--- src/cfp_map.svh ---
// Constants for the current fault protection block
// Operation
// - Overcurrent past trip delay turns switch off, lowers overcurrent flag.
// - Overcurrent indication clears when switch command goes low.
// - Next high command after overcurrent cutoff turns switch on normally.
// - Delayed overcurrent detect races undelayed higher short detect.
// - Delayed overcurrent winning the race means cycle-by-cycle cutoff.
// - Short detect winning the race means a short-circuit fault.
// - Short-circuit turn-off uses reduced drive strength.
// - Short latch holds switch off until long low command or power removal.
// - Outputs high normally; overcurrent lowers one; short lowers both.
// - General fault output stays low until the short latch resets.
`ifndef CFP_MAP_SVH
`define CFP_MAP_SVH
// Clock period in ns (40 MHz); counts in ns keep the sums inside 32 bits
`define CFP_CLK_NS 25
// Overcurrent trip delay in ns and its cycle count, least time rounds up
`define CFP_TRIP_DELAY_NS 50
`define CFP_TRIP_CYC ((`CFP_TRIP_DELAY_NS+`CFP_CLK_NS-1)/`CFP_CLK_NS)
// Comparison window in ns and its cycle count, rounded up
`define CFP_WINDOW_NS 75
`define CFP_WINDOW_CYC ((`CFP_WINDOW_NS+`CFP_CLK_NS-1)/`CFP_CLK_NS)
// Short latch reset hold time in ns and its cycle count, rounded up
`define CFP_RESET_HOLD_NS 350000
`define CFP_RESET_CYC ((`CFP_RESET_HOLD_NS+`CFP_CLK_NS-1)/`CFP_CLK_NS)
// Output reset values
`define CFP_FLAG_IDLE 1'h1
`endif

--- src/cfp_pkg.sv ---
// Types of the current fault protection block
`default_nettype none
package cfp_pkg;
	// Switch drive state
	typedef enum logic [1:0] {
		CFP_OFF = 2'b00,
		CFP_ON = 2'b01,
		CFP_OC_CUT = 2'b10,
		CFP_SC_LATCH = 2'b11
	} cfp_state_t;
endpackage
`default_nettype wire

--- src/cfp_delay.sv ---
// Delay line for a comparator level, one stage per clock
`default_nettype none
module cfp_delay #(
	parameter int DEPTH = 3
) (
	// Clock and reset
	input wire logic core_clk,
	input wire logic rst_n,
	// Level in, and delayed level ANDed with the current level out
	input wire logic din,
	output logic dout
);
	logic [DEPTH-1:0] tap_ff;

	// Shift the level along the taps; clears on reset
	always_ff @(posedge core_clk) begin
		if (!rst_n) begin
			tap_ff <= '0;
		end else begin
			tap_ff <= {tap_ff[DEPTH-2:0], din};
		end
	end

	assign dout = tap_ff[DEPTH-1] & din;
endmodule
`default_nettype wire

--- src/cfp_top.sv ---
// Current fault protection: overcurrent cutoff and short-circuit latch
`default_nettype none
`include "cfp_map.svh"
module cfp_top #(
	parameter int TRIP_CYC = `CFP_TRIP_CYC,
	parameter int WINDOW_CYC = `CFP_WINDOW_CYC,
	parameter int RESET_CYC = `CFP_RESET_CYC
) (
	// Clock and reset
	input wire logic core_clk,
	input wire logic rst_n,
	// Controller command and comparator pins
	input wire logic switch_cmd,
	input wire logic oc_cmp,
	input wire logic sc_cmp,
	// Gate drive
	output logic gate_on,
	output logic drive_weak,
	// Fault reporting, active low
	output logic fault_n,
	output logic overcurrent_flag_n,
	// Current state for observation
	output cfp_pkg::cfp_state_t drive_state
);
	import cfp_pkg::*;

	localparam int RW = $clog2(RESET_CYC + 1);
	localparam int TW = $clog2(TRIP_CYC + 1);

	// ************************************************************
	// Input synchronisers
	// ************************************************************
	logic [1:0] cmd_s_ff, oc_s_ff, sc_s_ff;

	// Two flops per pin before any logic looks at it
	always_ff @(posedge core_clk) begin
		if (!rst_n) begin
			cmd_s_ff <= 2'h0;
			oc_s_ff <= 2'h0;
			sc_s_ff <= 2'h0;
		end else begin
			cmd_s_ff <= {cmd_s_ff[0], switch_cmd};
			oc_s_ff <= {oc_s_ff[0], oc_cmp};
			sc_s_ff <= {sc_s_ff[0], sc_cmp};
		end
	end

	logic cmd, oc, sc;
	assign cmd = cmd_s_ff[1];
	assign oc = oc_s_ff[1];
	assign sc = sc_s_ff[1];

	// ************************************************************
	// Race between delayed overcurrent and short detection
	// ************************************************************
	logic oc_late;

	// Overcurrent detect delayed by the comparison window
	cfp_delay #(.DEPTH(WINDOW_CYC)) u_window (
		.core_clk(core_clk),
		.rst_n(rst_n),
		.din(oc),
		.dout(oc_late)
	);

	// Trip delay counter after overcurrent crossing
	logic [TW-1:0] trip_cnt_ff;
	logic trip;
	always_ff @(posedge core_clk) begin
		if (!rst_n || !oc || !cmd) begin
			trip_cnt_ff <= '0;
		end else if (trip_cnt_ff != TW'(TRIP_CYC)) begin
			trip_cnt_ff <= trip_cnt_ff + TW'(1);
		end
	end
	assign trip = oc && trip_cnt_ff == TW'(TRIP_CYC);

	// ************************************************************
	// Latch reset timer
	// ************************************************************
	logic [RW-1:0] low_cnt_ff;
	logic low_long;

	// Counts continuous low command; any high restarts
	always_ff @(posedge core_clk) begin
		if (!rst_n || cmd) begin
			low_cnt_ff <= '0;
		end else if (low_cnt_ff != RW'(RESET_CYC)) begin
			low_cnt_ff <= low_cnt_ff + RW'(1);
		end
	end
	assign low_long = low_cnt_ff == RW'(RESET_CYC);

	// ************************************************************
	// Drive state machine
	// ************************************************************
	cfp_state_t state_ff, nxt_state;

	always_comb begin
		nxt_state = state_ff;
		unique case (state_ff)
			CFP_OFF: begin
				if (cmd) nxt_state = CFP_ON;
			end
			CFP_ON: begin
				if (!cmd) nxt_state = CFP_OFF;
				else if (sc && !oc_late) nxt_state = CFP_SC_LATCH;
				else if (oc_late || trip) nxt_state = CFP_OC_CUT;
			end
			CFP_OC_CUT: begin
				if (sc && !oc_late) nxt_state = CFP_SC_LATCH;
				else if (!cmd) nxt_state = CFP_OFF;
			end
			CFP_SC_LATCH: begin
				if (low_long) nxt_state = CFP_OFF;
			end
		endcase
	end

	// Power removal is modelled by rst_n
	always_ff @(posedge core_clk) begin
		if (!rst_n) begin
			state_ff <= CFP_OFF;
		end else begin
			state_ff <= nxt_state;
		end
	end

	// ************************************************************
	// Registered outputs
	// ************************************************************
	always_ff @(posedge core_clk) begin
		if (!rst_n) begin
			gate_on <= 1'h0;
			drive_weak <= 1'h0;
			fault_n <= `CFP_FLAG_IDLE;
			overcurrent_flag_n <= `CFP_FLAG_IDLE;
			drive_state <= CFP_OFF;
		end else begin
			gate_on <= nxt_state == CFP_ON;
			drive_weak <= nxt_state == CFP_SC_LATCH;
			fault_n <= nxt_state != CFP_SC_LATCH;
			overcurrent_flag_n <= !(nxt_state == CFP_OC_CUT ||
				nxt_state == CFP_SC_LATCH);
			drive_state <= nxt_state;
		end
	end

	// ************************************************************
	// Assertions
	// ************************************************************
	a_short_holds_off: assert property (@(posedge core_clk) disable iff (!rst_n)
		drive_state == CFP_SC_LATCH && !low_long |=> !gate_on)
		else $error("gate on during short latch");

	a_short_both_low: assert property (@(posedge core_clk) disable iff (!rst_n)
		drive_state == CFP_SC_LATCH |-> !fault_n && !overcurrent_flag_n
		&& drive_weak)
		else $error("short outputs wrong");

	a_oc_flag_only: assert property (@(posedge core_clk) disable iff (!rst_n)
		drive_state == CFP_OC_CUT |-> fault_n && !overcurrent_flag_n
		&& !gate_on)
		else $error("overcurrent outputs wrong");

	a_oc_clears_low: assert property (@(posedge core_clk) disable iff (!rst_n)
		drive_state == CFP_OC_CUT && !cmd && !sc |=> overcurrent_flag_n)
		else $error("overcurrent flag not cleared");

	a_restart_after_oc: assert property (@(posedge core_clk)
		disable iff (!rst_n)
		drive_state == CFP_OFF && cmd |=> gate_on)
		else $error("no restart after overcurrent");

	a_race_short: assert property (@(posedge core_clk) disable iff (!rst_n)
		drive_state == CFP_ON && cmd && sc && !oc_late
		|=> drive_state == CFP_SC_LATCH)
		else $error("short not latched");

	a_race_oc: assert property (@(posedge core_clk) disable iff (!rst_n)
		drive_state == CFP_ON && cmd && oc_late
		|=> drive_state == CFP_OC_CUT)
		else $error("overcurrent not classified");

	a_release_long_low: assert property (@(posedge core_clk)
		disable iff (!rst_n)
		drive_state == CFP_SC_LATCH && cmd |=> low_cnt_ff == '0)
		else $error("low count not restarted");

	a_window_delay: assert property (@(posedge core_clk) disable iff (!rst_n)
		oc_late |-> $past(oc, WINDOW_CYC) && oc)
		else $error("window delay wrong");
endmodule
`default_nettype wire

--- config.mk ---
export PLATFORM = sky130hd
export DESIGN_NAME = cfp_top
export DESIGN_NICKNAME = d
export VERILOG_FILES = /design/src/cfp_pkg.sv /design/src/cfp_delay.sv /design/src/cfp_top.sv
export VERILOG_INCLUDE_DIRS = /design/src
export SDC_FILE = /design/constraint.sdc
export NUM_CORES = 1
export LEC_CHECK = 0
export BUFFER_PORTS_ARGS = -buffer_cell sky130_fd_sc_hd__buf_2
export CORE_ASPECT_RATIO = 0.9
export CORE_MARGIN = 4
export CORE_UTILIZATION = 56
export DETAILED_ROUTE_END_ITERATION = 12
export PLACE_DENSITY_LB_ADDON = 0.3
export SLEW_MARGIN = 0
export SYNTH_ARGS = -nofsm -noshare
export SYNTH_HDL_FRONTEND = slang
export SYNTH_SLANG_ARGS = --single-unit
--- constraint.sdc ---
create_clock -name core_clk -period 1.7 [get_ports core_clk]
set_input_delay 0.085 -clock core_clk [delete_from_list [all_inputs] [get_ports core_clk]]
set_output_delay 0.085 -clock core_clk [all_outputs]
set_load 0.02 [all_outputs]
# ---- Yosys cells after proc, flatten, opt, wreduce, memory -nomap -nowiden
# Cells that the tools add are included.
dict set report totals {
  romBits 0
  ramBits 0
  out_inout_bits 6
  elab_cells 46
  latchBits 0
  in_bits 5
  ff_bits 31
  mem_count 0
}
dict set report op_classes {
  eq_ne 11
  div_mod_pow 0
  reduce_logical 13
  n_addsub 2
  shifts 0
  order_cmp 0
  n_mul 0
  bitwise_logic 1
  mux 8
}
# op n
set ops {}
lappend ops {{14-bit by 1-bit adder with 14-bit output, second input constant} 1}
lappend ops {{14-bit equality test, second input constant} 1}
lappend ops {{2-bit two-way mux} 7}
lappend ops {{14-bit inequality test, second input constant} 1}
lappend ops {{2-bit equality test, second input constant} 5}
lappend ops {{2-bit one-hot mux with 4 select lines} 1}
lappend ops {{1-bit logical NOT} 5}
lappend ops {{1-bit logical OR} 5}
lappend ops {{2-bit by 1-bit equality test with 1-bit output, second input constant} 2}
lappend ops {{2-bit inequality test, second input constant} 2}
lappend ops {{2-bit by 1-bit adder with 2-bit output, second input constant} 1}
lappend ops {{1-bit logical AND} 2}
lappend ops {{2-bit logical NOT} 1}
lappend ops {{1-bit AND} 1}

# ---- Logic depth before layout (Yosys ltp)
dict set report depth {
  depth_word 10
  ltp_mapped 6
  ltp_nobuf 6
}

# ---- Hierarchy
# A second synthesis with hierarchy kept.
dict set report hier_totals {
  hier_cells 146
  hier_area_um2 1383.8
}
# mod instances area_per_inst_um2 seq_area_each_um2 cells_per_inst
set modules_own_cells {}
lappend modules_own_cells {cfp_top 1 1298.7 560.5 139}
lappend modules_own_cells {cfp_delay 1 85.1 60.1 7}

# ---- Worst setup path after synthesis
# OpenSTA, ideal clock, no wires.
dict set report synth_path {
  kind {register to register}
  from {register low_cnt_ff[0]}
  to {register drive_state[0]}
  t_arrival_ps 1430
  t_required_ps 1585
  n_path_buf 0
  setup_ps 115
  period_less_slack_ps 1545
  slack_ps 155
  path_stages_with_launch 7
  path_cell_list {dfxtp_1 > inv_1 > ha_1 > nand4bb_1 > nor4_4 > a211oi_2 > o21a_1}
}
dict set report synth_between {
  elab_chain_len 3
}
# element line
set synth_rtl {}
lappend synth_rtl {{from (decl)} cfp_top.sv:81} ;# logic [RW-1:0] low_cnt_ff;
lappend synth_rtl {{from (signal assigned)} cfp_top.sv:89} ;# low_cnt_ff <= low_cnt_ff + RW'(1);
lappend synth_rtl {{14-bit equality test} cfp_top.sv:92} ;# assign low_long = low_cnt_ff == RW'(RESET_CYC);
lappend synth_rtl {{2-bit two-way mux} cfp_top.sv:115} ;# if (low_long) nxt_state = CFP_OFF;
lappend synth_rtl {{2-bit one-hot mux with 4 select lines} cfp_top.sv:101} ;# unique case (state_ff)
lappend synth_rtl {{to (signal assigned)} cfp_top.sv:145} ;# drive_state <= nxt_state;
lappend synth_rtl {{to (decl)} cfp_top.sv:23} ;# output cfp_pkg::cfp_state_t drive_state
# No other way between the ends.
# A chain may end at the register's enable or synchronous reset.

# ---- Worst setup path after layout
dict set report layout_path {
  from {register low_cnt_ff[3]}
  to {register drive_state[1]}
}
# The elaborated chain is that of the path after synthesis.

==> impl_metrics.py <==
metrics = {
    "worst_setup_path": {
        "r2r_end": "drive_state[1]",
        "cp.arrival_ps": 1820,
        "r2r_slack_ps": 110,
        "worstReg2RegStart": "low_cnt_ff[3]",
        "cp-end-kind": "flop",
        "crit_type": "reg -> reg",
        "critical_path_buf_inv_count": 1,
        "critPathMaxStageDelay_ps": 410,
        "path_cells": "or3b_4, nor4_4, buf_4, o211ai_2, and2_1",
        "path_delay_family": "simple AND/OR/NAND/NOR gates",
        "critPathSlowestCell": "or3b_4",
        "cp-start-kind": "flop",
        "crit_required_ps": 1930,
        "r2r_cells": 5,
        "path_max_fanout": 6,
    },
    "layout": {
        "seq_area_um2": 621,
        "final_net_count": 161,
        "diodes": 0,
        "fillCellCount": 170,
        "final_common_cell": "dfxtp_1",
        "area_growth_pct": 14.6,
        "fin_util": 0.710,
        "drive_gt1_frac": 0.169,
        "final_cell_mix": "dfxtp_1 (31), nor2_1 (19), and2_1 (11)",
        "multi_input_area_um2": 606,
    },
    "logic_synthesis": {
        "synth-seq-cells": 31,
        "syn_area_um2": 1260,
        "async_reset_ff_frac": 0,
        "seq_area_frac_synth": 0.494,
        "synth_cell_types": 31,
        "post_synth.cell_area_avg_um2": 9.59,
        "yosys_warnings": 0,
        "synth-edff-count": 0,
        "synth_nets": 139,
        "synth_flop_cell": "dfxtp_1",
        "syn-instance-count": 131,
    },
    "floorplanning": {
        "io_pins": 11,
        "start_util": 0.620,
        "die_h_um": 52.9,
        "die_area_um2": 3070,
        "core_um2": 2030,
        "row_count": 15,
        "dieWidth_um": 57.9,
    },
    "worst_hold_path": {
        "hp-class": "in -> reg",
        "whs_endpoint": "overcurrent_flag_n",
        "hold_path.startpoint": "rst_n",
        "min_path_cells": 2,
    },
    "power_and_ir_drop": {
        "irDropWorstVdd_uv": 547,
        "p_leak_nw": 0.569,
        "cellPowerDensity_nw_per_um2": 843,
        "p_total_mw": 1.21,
    },
    "run_status": {
        "status": "completed",
    },
    "route": {
        "vias": 928,
        "drc": 0,
        "drtIter0Drc": 15,
        "drt-vias-per-instance": 5.18,
        "dr.pass1.iters": 4,
        "final_antenna_net_count": 0,
        "routed_wirelength_um": 2180,
        "wl_per_cell_um": 12.2,
    },
    "place": {
        "place_congestion": 0.831,
        "hpwl_um": 1550,
        "portBuffers": 10,
    },
    "global_route": {
        "grt_max_degree": 17,
        "grt_usage": 0.176,
        "grt_first_pass_wirelength_um": 3890,
        "overflow": 0,
        "first_global_vias": 901,
        "antenna_found_initial": 0,
    },
    "cts": {
        "cts_inserted_buffers": 5,
        "htree_levels": 2,
        "clk_path_buf_depth": 2,
        "cts_root_buffer": "clkbuf_4",
        "clock-sinks": 31,
        "clk_pin_slew_ps": 100,
        "ctsResizeCount": 0,
        "cts_tree": "done",
        "clkLatencyLatePin_ps": 330,
    },
    "timing": {
        "tightest_slew_ps": 518,
        "slew_headroom": 0.655,
        "period_needed_ps": 1590,
        "fin_setup_tns_ps": 0,
        "setup_viol": 0,
        "slew_violations": 0,
        "hold_viol_final": 0,
        "rsz0062_at_grt": "false",
        "fin_skew_ps": 9.89,
        "period_share": 0.936,
        "max_freq_mhz": 629,
    },
    "flow_run": {
        "cap_viol_max_count": 0,
    },
}
## registers in the layout, indices dropped and copies added, names as in the netlist
| signal | cells |
|---|---|
| drive_state | 2 |
| trip_cnt_ff | 2 |
| low_cnt_ff | 14 |
| overcurrent_flag_n | 1 |
| oc_s_ff | 2 |
| drive_weak | 1 |
| cmd_s_ff | 2 |
| u_window.tap_ff | 3 |
| sc_s_ff | 2 |
| fault_n | 1 |
| gate_on | 1 |
## layer usage
layer,vias to the layer above,global-route usage,routed length (um)
met1,408,0.212,1080
met3,10,0.0537,107
li1,490,-,-
met2,20,0.259,906
met4,0,0.139,82
met5,-,0,0
## cell families (layout without fill, tap and decap cells)
group                    after synthesis  count (layout)  share of synthesized area
XOR/XNOR                              13              13                     0.0906
AO/OA/AOI/OAI                         12              12                     0.0717
multiplexers                           1               1                    0.00797
adder cells (fa/ha/maj)                3               3                     0.0299
buffers and inverters                  8              31                     0.0239
AND/OR/NAND/NOR                       63              63                      0.282
flip-flops                            31              31                      0.494
## worst max path at each step
stage	slack (ps)	depth (start not counted)	endpoint	from
global route	30	7	low_cnt_ff[2]	low_cnt_ff[0]
finish	110	5	drive_state[1]	low_cnt_ff[3]
floorplan	150	6	drive_state[0]	low_cnt_ff[0]
detailed placement	90	6	drive_state[0]	low_cnt_ff[0]
CTS	60	6	drive_state[0]	low_cnt_ff[0]
global placement	150	4	drive_weak	low_cnt_ff[13]
## per-stage QoR
| stage | instance area (um2) | setup slack (ps) | hold slack [ps] | instances |
|---|---|---|---|---|
| after floorplan | 1260 | 155 | 207 | 131 |
| after global placement | 1350 | 147 | 291 | 167 |
| after detailed placement | 1350 | 87.9 | 296 | 167 |
| after CTS | 1430 | 59.8 | 24.0 | 178 |
| after global routing | 1440 | 32.0 | 48.7 | 179 |
| final | 1440 | 109 | 39.1 | 179 |
## cells in the mapped netlist, drive strengths merged (2+ instances only)
library cell  instances  share of area
nand3                 7          0.028
nor2b                 3          0.015
dfxtp                31           0.49
o21a                  3          0.018
ha                    3          0.030
and2                 11          0.055
xor2                  6          0.042
o211ai                3          0.022
nand2                 6          0.018
nand4                 3          0.015
inv                   6          0.018
o21ai                 2         0.0080
nor2                 19          0.057
nor4                  5          0.037
and3                  2          0.010
clkbuf                2         0.0060
xnor2                 7          0.049
a21oi                 2         0.0080
## where the power goes
| group | total (mW) | switching [mW] | leakage, nW | internal, mW |
|---|---|---|---|---|
| sequential | 0.748 | 0.00747 | 0.252 | 0.740 |
| combinational | 0.0704 | 0.0392 | 0.288 | 0.0312 |
| clock | 0.396 | 0.235 | 0.0293 | 0.161 |
## layout make-up
class	instances	area share
Inverter	6	0.0156
Multi-Input combinational cell	92	0.421
Clock inverter	1	0.00348
Tap cell	25	0.0217
Sequential cell	31	0.431
Timing Repair Buffer	17	0.0765
Clock buffer	7	0.0313
## what timing repair did
action / CTS / global route
setup endpoints to repair: 0 / 4
setup buffers: 0 / 1
endpoints found under the hold margin: 3 / 0
hold buffers: 3 / 0
No activity file was read; power rests on OpenSTA's default activity.
